--- src/inc/bsts_regs.vh ---
// Purpose: constants of the boot self-test sequencer
// Assumes: 32-bit register port, word index addressing
// Notes: offsets are word indices; byte address is four times the index
`ifndef BSTS_REGS_VH
`define BSTS_REGS_VH
`define BSTS_NPART 8
`define BSTS_ADDR_W 6
// register indices
`define BSTS_A_CTRL 6'h00
`define BSTS_A_CFG 6'h01
`define BSTS_A_ERR 6'h02
`define BSTS_A_IRQ_ST 6'h03
`define BSTS_A_IRQ_MSK 6'h04
`define BSTS_A_STATE 6'h05
`define BSTS_A_OFF_LF 6'h08
`define BSTS_A_OFF_LU 6'h09
`define BSTS_A_OFF_MFL 6'h0a
`define BSTS_A_OFF_MFM 6'h0b
`define BSTS_A_OFF_MFH 6'h0c
`define BSTS_A_OFF_MUL 6'h0d
`define BSTS_A_OFF_MUM 6'h0e
`define BSTS_A_OFF_MUH 6'h0f
`define BSTS_A_ON_LF 6'h10
`define BSTS_A_ON_LU 6'h11
`define BSTS_A_ON_MFL 6'h12
`define BSTS_A_ON_MFM 6'h13
`define BSTS_A_ON_MFH 6'h14
`define BSTS_A_ON_MUL 6'h15
`define BSTS_A_ON_MUM 6'h16
`define BSTS_A_ON_MUH 6'h17
// ctrl bit: software start of an online run
`define BSTS_CTRL_GO 0
// cfg (test nvm) field positions
`define BSTS_CFG_LEN 0
`define BSTS_CFG_MEN 1
`define BSTS_CFG_SWOK 2
`define BSTS_CFG_FLT_FCU 3
// internal error bits
`define BSTS_ERR_TMO 0
`define BSTS_ERR_UNEXP 1
// irq bits
`define BSTS_IRQ_DONE 0
`define BSTS_IRQ_FAIL 1
`define BSTS_IRQ_CORR 2
`define BSTS_IRQ_IERR 3
`define BSTS_IRQ_W 4
// watchdog on a whole run, logic and memory tests counted together, in cycles
`define BSTS_TMO_CYC 20'h1_0000
`define BSTS_ZERO32 32'h0000_0000
`endif

--- src/rtl/bsts_seq.v ---
// Purpose: boot and online sequencing of logic and memory self-tests
// Assumes: engines run their partitions on a start pulse, report at done
// Notes: reset generation and fault collection are outside this block
`include "bsts_regs.vh"

module bsts_seq (
  input wire core_clk_in,
  input wire nrst_in,
  input wire por_in,
  input wire ext_rst_in,
  input wire destr_rst_in,
  input wire [31:0] nvm_cfg_in,
  input wire [`BSTS_ADDR_W-1:0] addr_in,
  input wire [31:0] wdata_in,
  input wire wr_in,
  input wire rd_in,
  output reg [31:0] rdata_out,
  output reg logic_self_test_start_out,
  input wire logic_self_test_done_in,
  input wire [`BSTS_NPART-1:0] logic_self_test_fail_in,
  input wire [`BSTS_NPART-1:0] logic_self_test_fin_in,
  output reg memory_self_test_start_out,
  input wire memory_self_test_done_in,
  input wire [3*`BSTS_NPART-1:0] memory_self_test_uncorr_in,
  input wire [3*`BSTS_NPART-1:0] memory_self_test_corr_in,
  input wire [3*`BSTS_NPART-1:0] memory_self_test_fin_in,
  output reg hold_reset_out,
  output reg cpu_release_out,
  output reg safe_state_out,
  output reg chip_reset_out,
  output reg fault_rgu_out,
  output reg fault_fcu_out,
  output wire irq_out
);

  // ******************************
  // states
  // ******************************
  localparam [5:0] ST_IDLE = 6'b000001;
  localparam [5:0] ST_LRUN = 6'b000010;
  localparam [5:0] ST_MRUN = 6'b000100;
  localparam [5:0] ST_EVAL = 6'b001000;
  localparam [5:0] ST_RST = 6'b010000;
  localparam [5:0] ST_SAFE = 6'b100000;
  localparam NP = `BSTS_NPART;

  reg [5:0] st_q;
  reg online_q;
  reg lfail_q;
  reg mfail_q;
  reg booted_q;
  reg [19:0] tmo_q;
  reg [2:0] rq_s1, rq_s2, rq_s3;
  reg [NP-1:0] off_lf_q, off_lu_q, on_lf_q, on_lu_q;
  reg [3*NP-1:0] off_mf_q, off_mu_q, on_mf_q, on_mu_q;
  reg [1:0] err_q;
  reg [`BSTS_IRQ_W-1:0] ist_q, imsk_q;
  reg go_q;
  wire [`BSTS_IRQ_W-1:0] iev;
  wire boot_rq;
  wire len = nvm_cfg_in[`BSTS_CFG_LEN];
  wire men = nvm_cfg_in[`BSTS_CFG_MEN];
  wire tmo = (tmo_q == `BSTS_TMO_CYC);

  // reset sources are pins: three stages, act once stages two and three agree
  assign boot_rq = |(rq_s2 & rq_s3);

  // ******************************
  // sequencer
  // ******************************
  always @(posedge core_clk_in) begin
    rq_s1 <= {por_in, ext_rst_in, destr_rst_in};
    rq_s2 <= rq_s1;
    rq_s3 <= rq_s2;
  end

  always @(posedge core_clk_in) begin
    if (!nrst_in) begin
      st_q <= ST_IDLE;
      online_q <= 1'b0;
      lfail_q <= 1'b0;
      mfail_q <= 1'b0;
      booted_q <= 1'b0;
      tmo_q <= 20'h0_0000;
      err_q <= 2'h0;
      logic_self_test_start_out <= 1'b0;
      memory_self_test_start_out <= 1'b0;
      hold_reset_out <= 1'b1;
      cpu_release_out <= 1'b0;
      safe_state_out <= 1'b0;
      chip_reset_out <= 1'b0;
      fault_rgu_out <= 1'b0;
      fault_fcu_out <= 1'b0;
      off_lf_q <= {NP{1'b0}};
      off_lu_q <= {NP{1'b0}};
      on_lf_q <= {NP{1'b0}};
      on_lu_q <= {NP{1'b0}};
      off_mf_q <= {3*NP{1'b0}};
      off_mu_q <= {3*NP{1'b0}};
      on_mf_q <= {3*NP{1'b0}};
      on_mu_q <= {3*NP{1'b0}};
    end else begin
      // a reset cause seen away from idle reruns the boot tests next idle
      if (boot_rq)
        booted_q <= 1'b0;
      logic_self_test_start_out <= 1'b0;
      memory_self_test_start_out <= 1'b0;
      chip_reset_out <= 1'b0;
      fault_rgu_out <= 1'b0;
      fault_fcu_out <= 1'b0;
      tmo_q <= (st_q == ST_LRUN || st_q == ST_MRUN) ?
               tmo_q + 20'h0_0001 : 20'h0_0000;
      case (st_q)
        ST_IDLE: begin
          if (boot_rq || !booted_q) begin
            // boot run, device held in reset
            booted_q <= 1'b1;
            online_q <= 1'b0;
            lfail_q <= 1'b0;
            mfail_q <= 1'b0;
            hold_reset_out <= 1'b1;
            cpu_release_out <= 1'b0;
            if (len) begin
              logic_self_test_start_out <= 1'b1;
              st_q <= ST_LRUN;
            end else if (men) begin
              memory_self_test_start_out <= 1'b1;
              st_q <= ST_MRUN;
            end else begin
              st_q <= ST_EVAL;
            end
          end else if (go_q && nvm_cfg_in[`BSTS_CFG_SWOK]
                       && (len || men)) begin
            // online run only when the configuration allows it
            online_q <= 1'b1;
            lfail_q <= 1'b0;
            mfail_q <= 1'b0;
            cpu_release_out <= 1'b0;
            logic_self_test_start_out <= len;
            memory_self_test_start_out <= !len;
            st_q <= len ? ST_LRUN : ST_MRUN;
          end
        end
        ST_LRUN: begin
          if (logic_self_test_done_in || tmo) begin
            if (online_q) begin
              on_lf_q <= logic_self_test_fail_in;
              on_lu_q <= ~logic_self_test_fin_in;
            end else begin
              off_lf_q <= logic_self_test_fail_in;
              off_lu_q <= ~logic_self_test_fin_in;
            end
            lfail_q <= (|logic_self_test_fail_in) | ~(&logic_self_test_fin_in) | tmo;
            if (tmo)
              err_q[`BSTS_ERR_TMO] <= 1'b1;
            if (men) begin
              memory_self_test_start_out <= 1'b1;
              st_q <= ST_MRUN;
            end else begin
              st_q <= ST_EVAL;
            end
          end
        end
        ST_MRUN: begin
          if (memory_self_test_done_in || tmo) begin
            // correctable hits are flagged, but only uncorrectable fail
            if (online_q) begin
              on_mf_q <= memory_self_test_uncorr_in | memory_self_test_corr_in;
              on_mu_q <= ~memory_self_test_fin_in;
            end else begin
              off_mf_q <= memory_self_test_uncorr_in | memory_self_test_corr_in;
              off_mu_q <= ~memory_self_test_fin_in;
            end
            mfail_q <= (|memory_self_test_uncorr_in) | ~(&memory_self_test_fin_in) | tmo;
            if (tmo)
              err_q[`BSTS_ERR_TMO] <= 1'b1;
            st_q <= ST_EVAL;
          end
        end
        ST_EVAL: begin
          if (lfail_q || mfail_q || err_q != 2'h0) begin
            // fault path chosen by the nvm configuration
            fault_fcu_out <= nvm_cfg_in[`BSTS_CFG_FLT_FCU];
            fault_rgu_out <= !nvm_cfg_in[`BSTS_CFG_FLT_FCU];
          end
          if (lfail_q || mfail_q) begin
            safe_state_out <= 1'b1;
            st_q <= ST_SAFE;
          end else if (len || men || online_q) begin
            chip_reset_out <= 1'b1;
            st_q <= ST_RST;
          end else begin
            hold_reset_out <= 1'b0;
            cpu_release_out <= 1'b1;
            st_q <= ST_IDLE;
          end
        end
        ST_RST: begin
          // flags survive this reset; only the next run of the same kind, boot or online, rewrites them
          hold_reset_out <= 1'b0;
          cpu_release_out <= 1'b1;
          online_q <= 1'b0;
          st_q <= ST_IDLE;
        end
        ST_SAFE: begin
          // held until a fresh power-on, external or destructive reset
          hold_reset_out <= 1'b1;
          cpu_release_out <= 1'b0;
          if (boot_rq) begin
            safe_state_out <= 1'b0;
            st_q <= ST_IDLE;
          end
        end
        default: begin
          err_q[`BSTS_ERR_UNEXP] <= 1'b1;
          st_q <= ST_SAFE;
        end
      endcase
    end
  end

  // ******************************
  // register port
  // ******************************
  assign iev[`BSTS_IRQ_DONE] = chip_reset_out;
  assign iev[`BSTS_IRQ_FAIL] = st_q == ST_EVAL && (lfail_q || mfail_q);
  assign iev[`BSTS_IRQ_CORR] = st_q == ST_MRUN && memory_self_test_done_in
                               && (|memory_self_test_corr_in);
  assign iev[`BSTS_IRQ_IERR] = (st_q == ST_LRUN || st_q == ST_MRUN) && tmo;
  assign irq_out = |(ist_q & imsk_q);

  always @(posedge core_clk_in) begin
    if (!nrst_in) begin
      go_q <= 1'b0;
      ist_q <= {`BSTS_IRQ_W{1'b0}};
      imsk_q <= {`BSTS_IRQ_W{1'b0}};
    end else begin
      // request is held until the sequencer is idle after boot, then dropped whether taken or not
      if (wr_in && addr_in == `BSTS_A_CTRL)
        go_q <= wdata_in[`BSTS_CTRL_GO];
      else if (st_q == ST_IDLE && booted_q)
        go_q <= 1'b0;
      if (wr_in && addr_in == `BSTS_A_IRQ_MSK)
        imsk_q <= wdata_in[`BSTS_IRQ_W-1:0];
      // set wins over a write-one clear in the same cycle
      if (wr_in && addr_in == `BSTS_A_IRQ_ST)
        ist_q <= (ist_q & ~wdata_in[`BSTS_IRQ_W-1:0]) | iev;
      else
        ist_q <= ist_q | iev;
    end
  end

  always @(posedge core_clk_in) begin
    if (!nrst_in)
      rdata_out <= `BSTS_ZERO32;
    else if (!rd_in)
      rdata_out <= `BSTS_ZERO32;
    else if (addr_in == `BSTS_A_CTRL)
      rdata_out <= {31'h0000_0000, go_q};
    else if (addr_in == `BSTS_A_CFG)
      rdata_out <= nvm_cfg_in;
    else if (addr_in == `BSTS_A_ERR)
      rdata_out <= {30'h0000_0000, err_q};
    else if (addr_in == `BSTS_A_IRQ_ST)
      rdata_out <= {28'h000_0000, ist_q};
    else if (addr_in == `BSTS_A_IRQ_MSK)
      rdata_out <= {28'h000_0000, imsk_q};
    else if (addr_in == `BSTS_A_STATE)
      rdata_out <= {26'h000_0000, st_q};
    else if (addr_in == `BSTS_A_OFF_LF)
      rdata_out <= {24'h00_0000, off_lf_q};
    else if (addr_in == `BSTS_A_OFF_LU)
      rdata_out <= {24'h00_0000, off_lu_q};
    else if (addr_in == `BSTS_A_OFF_MFL)
      rdata_out <= {24'h00_0000, off_mf_q[NP-1:0]};
    else if (addr_in == `BSTS_A_OFF_MFM)
      rdata_out <= {24'h00_0000, off_mf_q[2*NP-1:NP]};
    else if (addr_in == `BSTS_A_OFF_MFH)
      rdata_out <= {24'h00_0000, off_mf_q[3*NP-1:2*NP]};
    else if (addr_in == `BSTS_A_OFF_MUL)
      rdata_out <= {24'h00_0000, off_mu_q[NP-1:0]};
    else if (addr_in == `BSTS_A_OFF_MUM)
      rdata_out <= {24'h00_0000, off_mu_q[2*NP-1:NP]};
    else if (addr_in == `BSTS_A_OFF_MUH)
      rdata_out <= {24'h00_0000, off_mu_q[3*NP-1:2*NP]};
    else if (addr_in == `BSTS_A_ON_LF)
      rdata_out <= {24'h00_0000, on_lf_q};
    else if (addr_in == `BSTS_A_ON_LU)
      rdata_out <= {24'h00_0000, on_lu_q};
    else if (addr_in == `BSTS_A_ON_MFL)
      rdata_out <= {24'h00_0000, on_mf_q[NP-1:0]};
    else if (addr_in == `BSTS_A_ON_MFM)
      rdata_out <= {24'h00_0000, on_mf_q[2*NP-1:NP]};
    else if (addr_in == `BSTS_A_ON_MFH)
      rdata_out <= {24'h00_0000, on_mf_q[3*NP-1:2*NP]};
    else if (addr_in == `BSTS_A_ON_MUL)
      rdata_out <= {24'h00_0000, on_mu_q[NP-1:0]};
    else if (addr_in == `BSTS_A_ON_MUM)
      rdata_out <= {24'h00_0000, on_mu_q[2*NP-1:NP]};
    else if (addr_in == `BSTS_A_ON_MUH)
      rdata_out <= {24'h00_0000, on_mu_q[3*NP-1:2*NP]};
    else
      rdata_out <= `BSTS_ZERO32;
  end

endmodule // bsts_seq

--- config.mk ---
export PLATFORM = sky130hd
export DESIGN_NAME = bsts_seq
export DESIGN_NICKNAME = d
export VERILOG_FILES = /design/src/rtl/bsts_seq.v
export VERILOG_INCLUDE_DIRS = /design/src /design/src/inc
export SDC_FILE = /design/constraint.sdc
export NUM_CORES = 1
export LEC_CHECK = 0
export BUFFER_PORTS_ARGS = -buffer_cell sky130_fd_sc_hd__buf_2
export CELL_PAD_IN_SITES_DETAIL_PLACEMENT = 1
export CELL_PAD_IN_SITES_GLOBAL_PLACEMENT = 1
export CORE_MARGIN = 2
export CORE_UTILIZATION = 44
export CTS_CLUSTER_DIAMETER = 30
export CTS_CLUSTER_SIZE = 25
export DETAILED_ROUTE_END_ITERATION = 16
export GPL_TIMING_DRIVEN = 1
export PLACE_DENSITY_LB_ADDON = 0.1
export SLEW_MARGIN = 20
export SYNTH_ARGS = -nofsm -noshare
export SYNTH_HDL_FRONTEND = slang
export SYNTH_SLANG_ARGS = --single-unit
--- constraint.sdc ---
create_clock -name core_clk_in -period 3.1 [get_ports core_clk_in]
set_clock_uncertainty 0.05 [all_clocks]
set_input_delay 0.31 -clock core_clk_in [delete_from_list [all_inputs] [get_ports core_clk_in]]
set_output_delay 0.31 -clock core_clk_in [all_outputs]
set_load 0.02 [all_outputs]
Word level (Yosys, flattened, before mapping):

Cells that the tools add are included.

* $add $sub $neg: 1
* eq/ne operators: 36
* multiplexer cells: 72
* bitwise logic cells: 19
* reduce and logical (&&, ||, !) cells: 56

Operators with widths (number)
* 8-bit two-way mux: 20
* 6-bit by 4-bit == test with 1-bit output (second input constant): 9
* 6-bit by 5-bit == test with 1-bit output (second input constant): 9
* 24-bit OR reduction: 2
* 6-bit two-way mux: 7
* 6-bit one-hot mux with 6 select lines: 1
* 32-bit two-way mux: 1
* 1-bit two-way mux: 31
* 3-bit AND reduction: 9
* 24-bit inverter: 1
* 24-bit OR: 1
* 24-bit AND reduction: 1
* 20-bit by 1-bit adder with 20-bit output (second input constant): 1
* 20-bit by 17-bit == test with 1-bit output (second input constant): 1
* 6-bit by 2-bit == test with 1-bit output (second input constant): 3
* 6-bit by 3-bit == test with 1-bit output (second input constant): 3
* 2-bit nonzero test: 7
* 6-bit by 1-bit == test with 1-bit output (second input constant): 2
* 2-bit != test (second input constant): 6
* 1-bit one-hot mux with 2 select lines: 6
* 4-bit AND reduction: 3
* 1-bit logical AND: 10
* 3-bit OR reduction: 3
* 4-bit bitwise AND: 2
* 22 further kinds: 45

* bits in registers: 218
* bits of input ports: 167
* output and inout port bits: 41

Longest topological paths before layout:

Gate-level depths: netlist of the first run.

* word-level depth: 23
* gate-level depth with buffers: 11
* depth with buffers taken out: 8

Worst setup path after synthesis of the first run:

Ideal clock, no wire load.

* path kind: reg-to-reg
* start: register tmo_q[0]
* end: register off_lf_q[3]
* arrival time: 1883 ps
* required time: 2922 ps
* slack: 1039 ps
* cell stages (with the launch flop): 12
* period minus slack after synthesis: 2061 ps
* cell sequence: dfxtp_1 > inv_1 > ha_1 > nor4b_2 > nand4_1 > nor4b_4 > buf_6 > o211a_1 > buf_6 > buf_6 > mux2i_1 > nor2_1

* word-level cells in the longest chain between the ends: 3

Ends and longest elaborated chain
* from (decl): line bsts_seq.v:52 `reg [19:0] tmo_q;`
* from (signal assigned): line bsts_seq.v:111 `tmo_q <= (st_q == ST_LRUN || st_q == ST_MRUN) ?`
* 20-bit by 17-bit == test with 1-bit output (no source line)
* 1-bit logical OR: line bsts_seq.v:145 `if (logic_self_test_done_in || tmo) begin`
* 3-bit AND reduction (no source line)
* to (signal assigned): line bsts_seq.v:94 `off_lf_q <= {NP{1'b0}};`
* to (signal assigned): line bsts_seq.v:150 `off_lf_q <= logic_self_test_fail_in;`
* to (decl): line bsts_seq.v:54 `reg [NP-1:0] off_lf_q, off_lu_q, on_lf_q, on_lu_q;`

No other way between the ends.
A chain may end at the register's enable or synchronous reset.

Final worst setup path of the first run:

* start: register tmo_q[7]
* end: register on_mu_q[0]

* word-level cells in the longest chain between the ends: 3

Ends and longest elaborated chain
* 20-bit by 17-bit == test with 1-bit output (no source line)
* 1-bit logical OR: line bsts_seq.v:165 `if (memory_self_test_done_in || tmo) begin`
* 3-bit AND reduction (no source line)
* to (signal assigned): line bsts_seq.v:101 `on_mu_q <= {3*NP{1'b0}};`
* to (signal assigned): line bsts_seq.v:169 `on_mu_q <= ~memory_self_test_fin_in;`
* to (decl): line bsts_seq.v:55 `reg [3*NP-1:0] off_mf_q, off_mu_q, on_mf_q, on_mu_q;`

No other way between the ends.

==> summary.md, run 1 <==
| Metric | Value |
|---|---|
| TritonRoute pass-1 iters | 6 |
| Worst Path Required | 3.46 ns |
| Via count | just under 10,000 |
| # DRC | 0 |
| Clk slew on worst S/H paths | around 0.050 ns |
| Net Sw Power | between 2 and 2.5 mW |
| Share of post-route cells with drive strength above 1 | 0.2473 |
| Slew headroom | 0.5616 |
| CP Cell Sequence | nor4_1 -> nand4_1 -> nor4b_4 -> buf_4 -> o211a_4 -> buf_12 -> nor2_1 -> a211oi_1 |
| Root buffer cell | clkbuf_16 |
| Clock Tree Buf Depth | 3 |
| Worst Setup End Kind | register |
| RR Startpoint | tmo_q[7] |
| Worst skew pair latency | 0.55 ns |
| Initial antenna violation count | 1 |
| Die width | 152.0 microns |
| Filler instances | between 2,000 and 2,500 |
| Crit path launch | tmo_q[7] |
| Worst Hold Class | input port to register |
| Slew Viols, Final | 0 |
| Initial Util | 0.4455 |
| Drt via density | 5.922 |
| Slew of the pin with the lowest slew margin | around 0.66 ns |
| Final setup TNS | 0 ns |
| Final-report hold violation count | 0 |
| Setup violators final | 0 |
| Die Area | 23,090 sq um |
| Syn nets | between 1,000 and 1,500 |
| Outcome | finished, final reports clean |
| WP data arrival | a little over 3 ns |
| Nets | approximately 1,500 |
| Clock share of power | 0.617 |
| Pleak | 5.016 nW |
| Top delay family on crit path | simple AND/OR/NAND/NOR gates |
| Tot Pwr | 9.157 mW |
| Buffers and inverters on the worst path | 2 |
| Netlist Area Pre-Place | between 9000 and 10,000 sq um |
| Syn. warnings | 0 |
| Resized Gates After CTS | 0 |
| H-tree lvl count | 2 |
| Final WL | between 30,000 and 40,000 microns |
| Top-count cell post-synth | dfxtp_1 |
| TritonCTS Sinks | 218 |
| Post-layout util | 0.6117 |
| Post-Place Setup Slack | 0.5767 ns |
| Crit path launch type | register |
| Logic pwr share | 0.067 |
| Async set-reset flop share out of synthesis | 0 |
| Synth Register Bits | 218 |
| FF+latch area | 4364 sq um |
| Post-synth top cells | 218 x dfxtp_1, 213 x nor2_1, 106 x a211oi_1 |
| IO buf count | between 150 and 200 |
| Tot GR Track Use | 0.3243 |
| Initial DRC count | 610 |
| Setup bufs post-CTS | 0 |
| # IOs | 208 |
| Core ar. | 21,620 sq um |
| Min-delay src | nvm_cfg_in[2] |
| P_int | 6.941 mW |
| Mean cell area of the mapped netlist | 8.918 sq um |
| CP max stage delay | slightly above 0.4 ns |
| Period utilisation layout | 0.8753 |
| Number of global-route vias before repair | 10,390 |
| Seq/Total Area, Yosys | 0.4531 |
| Crit path kind | register to register |
| Setup WS post-layout | 0.3866 ns |
| Synth top area cells | dfxtp_1 45%, nor2_1 8.3%, a211oi_1 8.3% |
| Top FF cell, synth | dfxtp_1 |
| Post-synth top area share | 0.4531 |
| CTS tree | done |
| Core Rows | 54 |
| Pin count of the biggest net entering global routing | 106 |
| Worst VDD drop | 0.5000 mV |
| Area grow syn2layout | 37.31% |
| Slowest cell on crit path | nor4_1 |
| Max-cap violations | 0 |
| Placed cell areas | approximately 11,000 sq um |
| RD Place Congestion | between 0.9 and 1 |
| Placed cells | 1,485 |
| Multi-input logic area | 4823 sq um |
| Area leader, netlist | dfxtp_1 |
| Cell Count, Final, Fillers Out | 1,648 |
| Pwr Density | about 690 nW/um^2 |
| Critical Path Fanout Max | between 90 and 100 |
| Total CTS buffers | 52 |
| First-pass GRT wire length | 59,540 microns |
| Synthesized instance count | 1,080 |
| Design area | 13,230 sq um |
| Die Ht | roughly 150 microns |
| Fin crit period | about 2.7 ns |
| Post-route ant nets | 0 |
| Routed WL per cell | 23.08 microns |
| Post-synth EDFFs | 0 |
| Hold_ws | 0.01865 ns |
| Net Sw Frac | 0.2420 |
| Reg power frac | 0.315 |
| RSZ-0062 raised after global routing | no |
| Detail Placement HPWL | 23,590 microns |
| Total grt overflow | 0 |
| Library cells used by synthesis | between 70 and 80 |
| Fmax | 0.3685 GHz |
cells in the final DEF, fill, tap and decap left out, drive strengths merged, types with 11 or more instances in the layout:
| cell type | n |
|---|---|
| dfxtp | 218 |
| nor2 | 214 |
| buf | 203 |
| a211oi | 118 |
| clkbuf | 67 |
| dlygate4sd3 | 66 |
| nand2 | 53 |
| a21oi | 45 |
| o21ai | 41 |
| nand3 | 32 |
| mux2i | 27 |
| and2 | 26 |
| inv | 23 |
| nor4 | 21 |
| nand4 | 15 |
| nor3 | 13 |
| xor2 | 11 |
worst paths after layout:
kind                            cells past startpoint      endpoint  slack (ns)
worst max register to register                      8    on_mu_q[0]        0.39
worst max-delay path                                8    on_mu_q[0]        0.39
worst min-delay path                                3  rdata_out[2]        0.02
worst min register to register                      0      rq_s2[0]        0.28
logic make-up (layout without fill, tap and decap cells):
logic type,Yosys count,in the layout,synth area share
buffers and inverters,92,379,0.04819
adder cells (fa/ha/maj),2,2,0.002598
AO/OA/AOI/OAI,276,276,0.2045
multiplexers,44,44,0.05846
AND/OR/NAND/NOR,428,428,0.2150
other,0,1,0
XOR/XNOR,20,20,0.01819
flip-flops,218,218,0.4531
power groups by stage:
stage,clock [mW],combinational [mW],sequential (mW)
2_1_floorplan,0,0.281,2.92
3_3_place_gp,0,0.516,2.94
3_5_place_dp,0,0.523,2.94
4_1_cts,5.66,0.597,2.89
5_1_grt,5.85,0.662,2.89
6_report,5.65,0.617,2.89
area by class of cell:
class	count	area share
Antenna cell	1	0.0001892
Inverter	14	0.004163
Tap cell	280	0.02649
Clock buffer	67	0.1104
Timing Repair Buffer	269	0.1360
Clock inverter	29	0.02800
Sequential cell	218	0.3300
Multi-Input combinational cell	770	0.3647
state kept, by name, indices dropped and copies added (netlist names), 2 cells and up:
name	count
rdata_out	32
rq_s3	3
on_lu_q	8
off_lu_q	8
on_lf_q	8
imsk_q	4
on_mu_q	24
ist_q	4
off_mf_q	24
err_q	2
st_q	6
on_mf_q	24
off_mu_q	24
rq_s1	3
off_lf_q	8
rq_s2	3
tmo_q	20
tightest hold or removal path, cell delays in order:
cell and delay, ns:
buf_2 0.12, a21oi_1 0.08, nand3_1 0.07
layer usage:
metal	GRT usage	wire, microns	up-vias
met1	0.3877	15100	4781
met5	0	0	-
met4	0.1411	1507	0
li1	-	-	4454
met3	0.06361	2263	105
met2	0.5667	19160	419
what timing repair did:
action,4_1_cts,5_1_grt
setup endpoints to repair,0,0
hold buffers,66,0
endpoints found under the hold margin,99,0
(Power assumes the default switching activity.)
==> run 2, diff against run 1 <==
BUFFER_PORTS_ARGS = -buffer_cell sky130_fd_sc_hd__clkbuf_2   (was -buffer_cell sky130_fd_sc_hd__buf_2)
==> summary.md, run 2 (synthesized netlist as in run 1, its figures left out) <==
| Metric | Value |
|---|---|
| Outcome | finished, final reports clean |
| Pleak | 4.885 nW (-2.6%) |
| Critical Path Fanout Max | 96 (unchanged) |
| Tot GR Track Use | 0.3152 (-0.009079) |
| Routed WL per cell | 22.67 microns (-1.8%) |
| Setup violators final | 0 (unchanged) |
| Number of global-route vias before repair | 10,250 (-1.3%) |
| Die Area | 23,090 sq um (unchanged) |
| Root buffer cell | clkbuf_16 |
| Final-report hold violation count | 0 (unchanged) |
| Clock share of power | 0.588 (-0.029) |
| Pin count of the biggest net entering global routing | 111 (+4.7%) |
| Crit path launch | tmo_q[0] |
| Setup slack, reg-to-reg | 0.28 ns (-0.10 ns) |
| Crit path launch type | register |
| Initial antenna violation count | 1 (unchanged) |
| Final WL | 37,000 microns (-2.7%) |
| RD Place Congestion | 0.9057 (+0.14%) |
| Worst VDD drop | 0.3836 mV (-23%) |
| Net Sw Power | 1.990 mW (-10%) |
| Most flop-heavy register | rdata_out |
| RSZ-0062 raised after global routing | no |
| Design area | 12,950 sq um (-2.1%) |
| RR Endpoint | on_mu_q[0] |
| P_int | 6.524 mW (-6.0%) |
| Net Sw Frac | 0.2337 (-0.008300) |
| Worst Path Required | 3.47 ns (about the same) |
| Fmax | 0.3549 GHz (-3.7%) |
| Detail Placement HPWL | 24,070 microns (+2.0%) |
| DR top layer | met4 |
| Hold_ws | 0.008636 ns (-0.01001 ns) |
| Initial DRC count | 578 (-5.2%) |
| Slew headroom | 0.5585 (-0.003157) |
| Die width | 152.0 microns (unchanged) |
| Die Ht | 152.0 microns (unchanged) |
| Period utilisation layout | 0.9089 (+0.03362) |
| Pwr Density | 657.3 nW/um^2 (-5.1%) |
| Final setup TNS | 0 ns (unchanged) |
| Core Rows | 54 (unchanged) |
| CTS tree | done |
| Logic pwr share | 0.073 (+0.006) |
| Commonest non-fill, non-tap cell in the layout | dfxtp_1 |
| # DRC | 0 (unchanged) |
| Crit path kind | register to register |
| Post-route ant nets | 0 (unchanged) |
| RR Startpoint | tmo_q[0] |
| IO buf count | 179 (unchanged) |
| Total CTS buffers | 46 (-12%) |
| Area grow syn2layout | 34.49% |
| Slew Viols, Final | 0 (unchanged) |
| Resized Gates After CTS | 0 (unchanged) |
| First-pass GRT wire length | 57,590 microns (-3.3%) |
| TritonCTS Sinks | 218 (unchanged) |
| Nets | 1,489 (-0.33%) |
| Met3 Wirelength | 2046 microns (-9.6%) |
| Total grt overflow | 0 (unchanged) |
| WP data arrival | 3.19 ns (+0.11 ns) |
| Reg power frac | 0.339 (+0.024) |
| # IOs | 208 (unchanged) |
| Ant. Diodes | 0 (-1) |
| Hold-fix buffers, CTS | 62 (-6.1%) |
| Worst skew pair latency | 0.53 ns (-0.02 ns) |
| TritonRoute pass-1 iters | 5 (-1) |
| Via count | 9,482 (-2.8%) |
| Core ar. | 21,620 sq um (unchanged) |
| Share of post-route cells with drive strength above 1 | 0.2396 (-0.007612) |
| H-tree lvl count | 2 (unchanged) |
| Met2 WL post-DR | 18,550 microns (-3.2%) |
| Commonest non-fill, non-tap cells in the layout | 218 x dfxtp_1, 213 x nor2_1, 179 x clkbuf_2 |
| Setup bufs post-CTS | 0 (unchanged) |
| Reg2reg path depth | 10 (+2) |
| Drt via density | 5.810 (-1.9%) |
| Hold path endpoint | imsk_q[2] |
| Worst Setup End Kind | register |
| M1 WL | 14,930 microns (-1.1%) |
| Min-delay src | wdata_in[2] |
| Clk slew on worst S/H paths | 0.05 ns (about the same) |
| Fin crit period | 2.818 ns (+0.1042 ns) |
| Max-cap violations | 0 (unchanged) |
| Slew of the pin with the lowest slew margin | 0.6567 ns (+0.0007091 ns) |
| Initial Util | 0.4455 (unchanged) |
| Max reg flops | 32 (unchanged) |
| Placed cell areas | 10,750 sq um (+0.16%) |
| Hold depth | 3 (unchanged) |
| Clock Tree Buf Depth | 3 (unchanged) |
| Worst Hold Class | input port to register |
## run 2: cell count changes in the layout (fill, tap and decap cells not counted), moves of 2 or more
cell,previous run,this run
buf_2,179,0
clkbuf_2,0,179
clkbuf_16,54,47
inv_6,7,0
buf_4,19,24
clkinv_4,4,1
dlygate4sd3_1,66,63
clkbuf_1,7,9
clkbuf_8,6,4
clkinv_2,5,7
inv_8,2,0
## run 2: cell type report
type / count / area [sq um]
Clock inverter: 20 / 309.0
Fill cell: 2438 / 8667
Clock buffer: 60 / 1265
Inverter: 14 / 55.05
Timing Repair Buffer: 270 / 1787
Tap cell: 280 / 350.3
Multi-Input combinational cell: 770 / 4823
Sequential cell: 218 / 4364
## run 2: worst max path at each step
stage               slack (ns)  cells past startpoint           to
finish                    0.28                     10   on_mu_q[0]
global placement          0.53                      8   on_lf_q[6]
floorplan                 1.04                     11  off_lf_q[3]
global route              0.10                      8  on_mf_q[15]
CTS                       0.34                     10   on_mf_q[6]
detailed placement        0.40                     10  on_mf_q[20]
## run 2: layer usage
| metal | up-vias | GRT usage |
|---|---|---|
| li1 | 4433 | - |
| met5 | - | 0 |
| met4 | 0 | 0.1420 |
| met2 | 356 | 0.5571 |
| met3 | 96 | 0.06874 |
| met1 | 4597 | 0.3653 |
## run 2: critical path: stages, from the launching register on
cell and delay [ns]:
dfxtp_1 0.34, inv_1 0.07, ha_1 0.15, nor4b_2 0.25, nand4_1 0.20, nor4b_4 0.46
buf_4 0.24, o211a_4 0.18, buf_12 0.32, nor2_1 0.09, a211oi_1 0.31
## run 2: metrics by stage
step	setup WS, ns	std cells	total power, mW	utilization
after floorplan	1.039	1080	3.206	-
after global placement	0.5326	1489	3.454	0.4972
after detailed placement	0.3987	1489	3.462	0.4972
after CTS	0.3407	1631	8.484	0.5987
after global routing	0.1034	1632	8.750	0.5991
final	0.2824	1632	8.514	0.5991
## run 2: power groups by stage
stage / registers, mW / logic [mW] / clock network (mW)
after CTS: 2.89 / 0.596 / 5.00
after global placement: 2.94 / 0.518 / 0
after detailed placement: 2.94 / 0.524 / 0
after floorplan: 2.92 / 0.281 / 0
after global routing: 2.89 / 0.661 / 5.20
final: 2.89 / 0.620 / 5.01
==> run 3, diff against run 2 <==
--- a/config.mk
+++ b/config.mk
@@ -7,9 +7,10 @@
 export NUM_CORES = 1
 export LEC_CHECK = 0
+export ABC_AREA = 1
 export BUFFER_PORTS_ARGS = -buffer_cell sky130_fd_sc_hd__clkbuf_2
 export CELL_PAD_IN_SITES_DETAIL_PLACEMENT = 1
 export CELL_PAD_IN_SITES_GLOBAL_PLACEMENT = 1
 export CORE_MARGIN = 2
-export CORE_UTILIZATION = 44
+export CORE_UTILIZATION = 42
 export CTS_CLUSTER_DIAMETER = 30
 export CTS_CLUSTER_SIZE = 25
==> constraint.sdc (replaced) <==
create_clock -name core_clk_in -period 3.1 [get_ports core_clk_in]
set_clock_uncertainty 0.05 [all_clocks]
set_input_delay 0.93 -clock core_clk_in [delete_from_list [all_inputs] [get_ports core_clk_in]]
set_output_delay 0.93 -clock core_clk_in [all_outputs]
set_load 0.02 [all_outputs]
==> summary.md, run 3 <==
| Metric | Value |
|---|---|
| Outcome | finished, final reports clean |
| Crit path launch type | input port |
| Async set-reset flop share out of synthesis | 0 (unchanged) |
| Number of global-route vias before repair | 10,760 (+4.9%) |
| Root buffer cell | clkbuf_16 |
| Pwr Density | 650.7 nW/um^2 (-1.0%) |
| Setup slack, reg-to-reg | 0.41 ns (+0.13 ns) |
| Met2 WL post-DR | 17,140 microns (-7.6%) |
| Critical Path Fanout Max | 5 (-95%) |
| Slew Viols, Final | 0 (unchanged) |
| Die Area | 24,620 sq um (+6.6%) |
| Routed WL per cell | 17.42 microns (-23%) |
| Buffers and inverters on the worst path | 4 (+1) |
| Met3 Wirelength | 1520 microns (-26%) |
| Slowest cell on crit path | nor3_1 |
| H-tree lvl count | 2 (unchanged) |
| Initial DRC count | 491 (-15%) |
| Compound-Gate Fraction of Synth Area | 0.1830 (-0.02152) |
| Placed cells | 1,892 (+27%) |
| Commonest non-fill, non-tap cell in the layout | inv_1 |
| TritonCTS Sinks | 218 (unchanged) |
| Multi-input logic area | 4069 sq um (-16%) |
| Worst Setup End Kind | register |
| Post-route ant nets | 0 (unchanged) |
| IO buf count | 179 (unchanged) |
| WP data arrival | 3.21 ns (+0.02 ns) |
| Most flop-heavy register | rdata_out |
| Seq/Total Area, Yosys | 0.4444 (-0.008717) |
| Via count | 10,070 (+6.1%) |
| Setup bufs post-CTS | 0 (unchanged) |
| Core Rows | 55 (+1.9%) |
| Share of post-route cells with drive strength above 1 | 0.2150 (-0.02467) |
| TritonRoute pass-1 iters | 4 (-1) |
| Library cells used by synthesis | 42 (-44%) |
| Clock Tree Buf Depth | 3 (unchanged) |
| Area grow syn2layout | 31.13% |
| Syn nets | 1,566 (+25%) |
| CTS tree | done |
| Period utilisation layout | 0.9159 (+0.007036) |
| Synth Register Bits | 218 (unchanged) |
| Total CTS buffers | 50 (+8.7%) |
| Mux cell area share after synthesis | 0 (-0.05846) |
| FF+latch area | 4364 sq um (unchanged) |
| Fin crit period | 2.839 ns (+0.02181 ns) |
| RR Startpoint | tmo_q[0] |
| Top delay family on crit path | simple AND/OR/NAND/NOR gates |
| Synth top area cells | dfxtp_1 44%, inv_1 11%, a21oi_1 9.4% |
| Nets | 1,800 (+21%) |
| Detail Placement HPWL | 25,600 microns (+6.4%) |
| Post-synth top cells | 293 x inv_1, 218 x dfxtp_1, 198 x nand2_1 |
| Post-synth EDFFs | 0 (unchanged) |
| RSZ-0062 raised after global routing | no |
| Adder-Cell Fraction of Synth Area | 0.002548 (-0.00004998) |
| Xor and xnor area share after synthesis | 0.003567 (-0.01462) |
| Commonest non-fill, non-tap cells in the layout | 293 x inv_1, 218 x dfxtp_1, 198 x nand2_1 |
| M1 WL | 14,870 microns (-0.46%) |
| Initial Util | 0.4311 (-0.01434) |
| Die width | 156.9 microns (+3.3%) |
| Mean cell area of the mapped netlist | 7.030 sq um (-21%) |
| Pleak | 5.533 nW (+13%) |
| Max-cap violations | 0 (unchanged) |
| Min-delay src | rq_s1[0] |
| Filler instances | 2,970 (+22%) |
| Synthesized instance count | 1,397 (+29%) |
| Crit path kind | input port to register |
| Slew of the pin with the lowest slew margin | 0.7386 ns (+0.08197 ns) |
| # IOs | 208 (unchanged) |
| Main combinational cell family by area after synthesis | simple AND/OR/NAND/NOR gates |
| CP Cell Sequence | clkbuf_2 -> inv_1 -> nand2_1 -> nor2_1 -> buf_4 -> nand3_1 -> inv_1 -> a21oi_1 -> o2111ai_1 -> o21ai_1 -> nand4_1 -> nor2_1 -> nand3_1 -> nor3_1 -> nand3_1 -> nand2_1 -> nand2_1 |
| Drt via density | 5.073 (-13%) |
| Hold-fix buffers, CTS | 0 (-100%) |
| RD Place Congestion | 0.8856 (-2.2%) |
| Area leader, netlist | dfxtp_1 |
| Post-synth top area share | 0.4444 (-0.008717) |
| Post-layout util | 0.5653 (-0.03379) |
| Pin count of the biggest net entering global routing | 115 (+3.6%) |
| Final WL | 34,560 microns (-6.6%) |
| Core ar. | 22,780 sq um (+5.4%) |
| Worst VDD drop | 0.4133 mV (+7.7%) |
| DR top layer | met4 |
| Clk slew on worst S/H paths | 0.05 ns (about the same) |
| Top-count cell post-synth | inv_1 |
| Slew headroom | 0.5070 (-0.05145) |
| Worst Hold Class | register to register |
| Top FF cell, synth | dfxtp_1 |
| Resized Gates After CTS | 0 (unchanged) |
| Worst Path Required | 3.47 ns (about the same) |
| Final setup TNS | 0 ns (unchanged) |
| Die Ht | 156.9 microns (+3.3%) |
| Final-report hold violation count | 0 (unchanged) |
| Syn. warnings | 0 (unchanged) |
| Fmax | 0.3522 GHz (-0.77%) |
| Initial antenna violation count | 0 (-1) |
| Netlist Area Pre-Place | 9821 sq um (+2.0%) |
| CP max stage delay | 0.26 ns (-0.20 ns) |
| # DRC | 0 (unchanged) |
| Crit path launch | addr_in[3] |
| Max reg flops | 32 (unchanged) |
| Post-Synth Simple-Gate Area | 0.2253 (+0.01026) |
| Tot GR Track Use | 0.2809 (-0.03433) |
| Setup violators final | 0 (unchanged) |
| Worst skew pair latency | 0.54 ns (about the same) |
| Cell Count, Final, Fillers Out | 1,984 (+22%) |
| First-pass GRT wire length | 54,540 microns (-5.3%) |
| Total grt overflow | 0 (unchanged) |
run 3: final timing paths:
| kind | to | cells after the start |
|---|---|---|
| worst min-delay path | rq_s2[0] | 0 |
| worst min register to register | rq_s2[0] | 0 |
| worst max-delay path | rdata_out[7] | 17 |
| worst max register to register | off_mu_q[23] | 10 |
run 3: power by group:
part | total, mW | switching (mW) | internal [mW]
registers | 2.91 | 0.0390 | 2.87
logic | 0.576 | 0.379 | 0.197
clock network | 4.90 | 1.67 | 3.22
run 3: metrics by stage:
| stage | setup slack, ns | area [sq um] | power (mW) | hold WS [ns] |
|---|---|---|---|---|
| global placement | -0.04486 | 11280 | 3.503 | 0.2597 |
| detailed placement | -0.1454 | 11280 | 3.519 | 0.2643 |
| floorplan | 0.7325 | 9821 | 3.260 | 0.2596 |
| finish | 0.2606 | 12880 | 8.380 | 0.2751 |
| global route | 0.1275 | 12870 | 8.643 | 0.2895 |
| CTS | 0.3472 | 12870 | 8.436 | 0.2762 |
run 3: layout make-up:
cell class	instances	share of cell area
Antenna cell	1	0.0001943
Clock inverter	26	0.01623
Inverter	301	0.08774
Clock buffer	65	0.1078
Sequential cell	218	0.3389
Tap cell	313	0.03041
Timing Repair Buffer	231	0.1028
Multi-Input combinational cell	829	0.3160
run 3: per-layer routing:
| layer | global-route usage | vias up |
|---|---|---|
| met4 | 0.09655 | 0 |
| met3 | 0.04956 | 75 |
| met2 | 0.5038 | 238 |
| met1 | 0.3378 | 4796 |
| met5 | 0 | - |
| li1 | - | 4956 |
run 3: cells by family after synthesis:
logic type | after synthesis
XOR/XNOR | 4
flip-flops | 218
buffers and inverters | 350
AND/OR/NAND/NOR | 475
adder cells (fa/ha/maj) | 2
AO/OA/AOI/OAI | 348
run 3: worst reg2reg max path: stages, from the launching register on:
cell	delay (ns)
dfxtp_1	0.32
inv_1	0.14
ha_1	0.20
nand3_1	0.10
nor4_2	0.24
buf_4	0.18
or2_2	0.15
nand3_2	0.52
buf_4	0.42
o21ai_0	0.20
a21oi_1	0.06
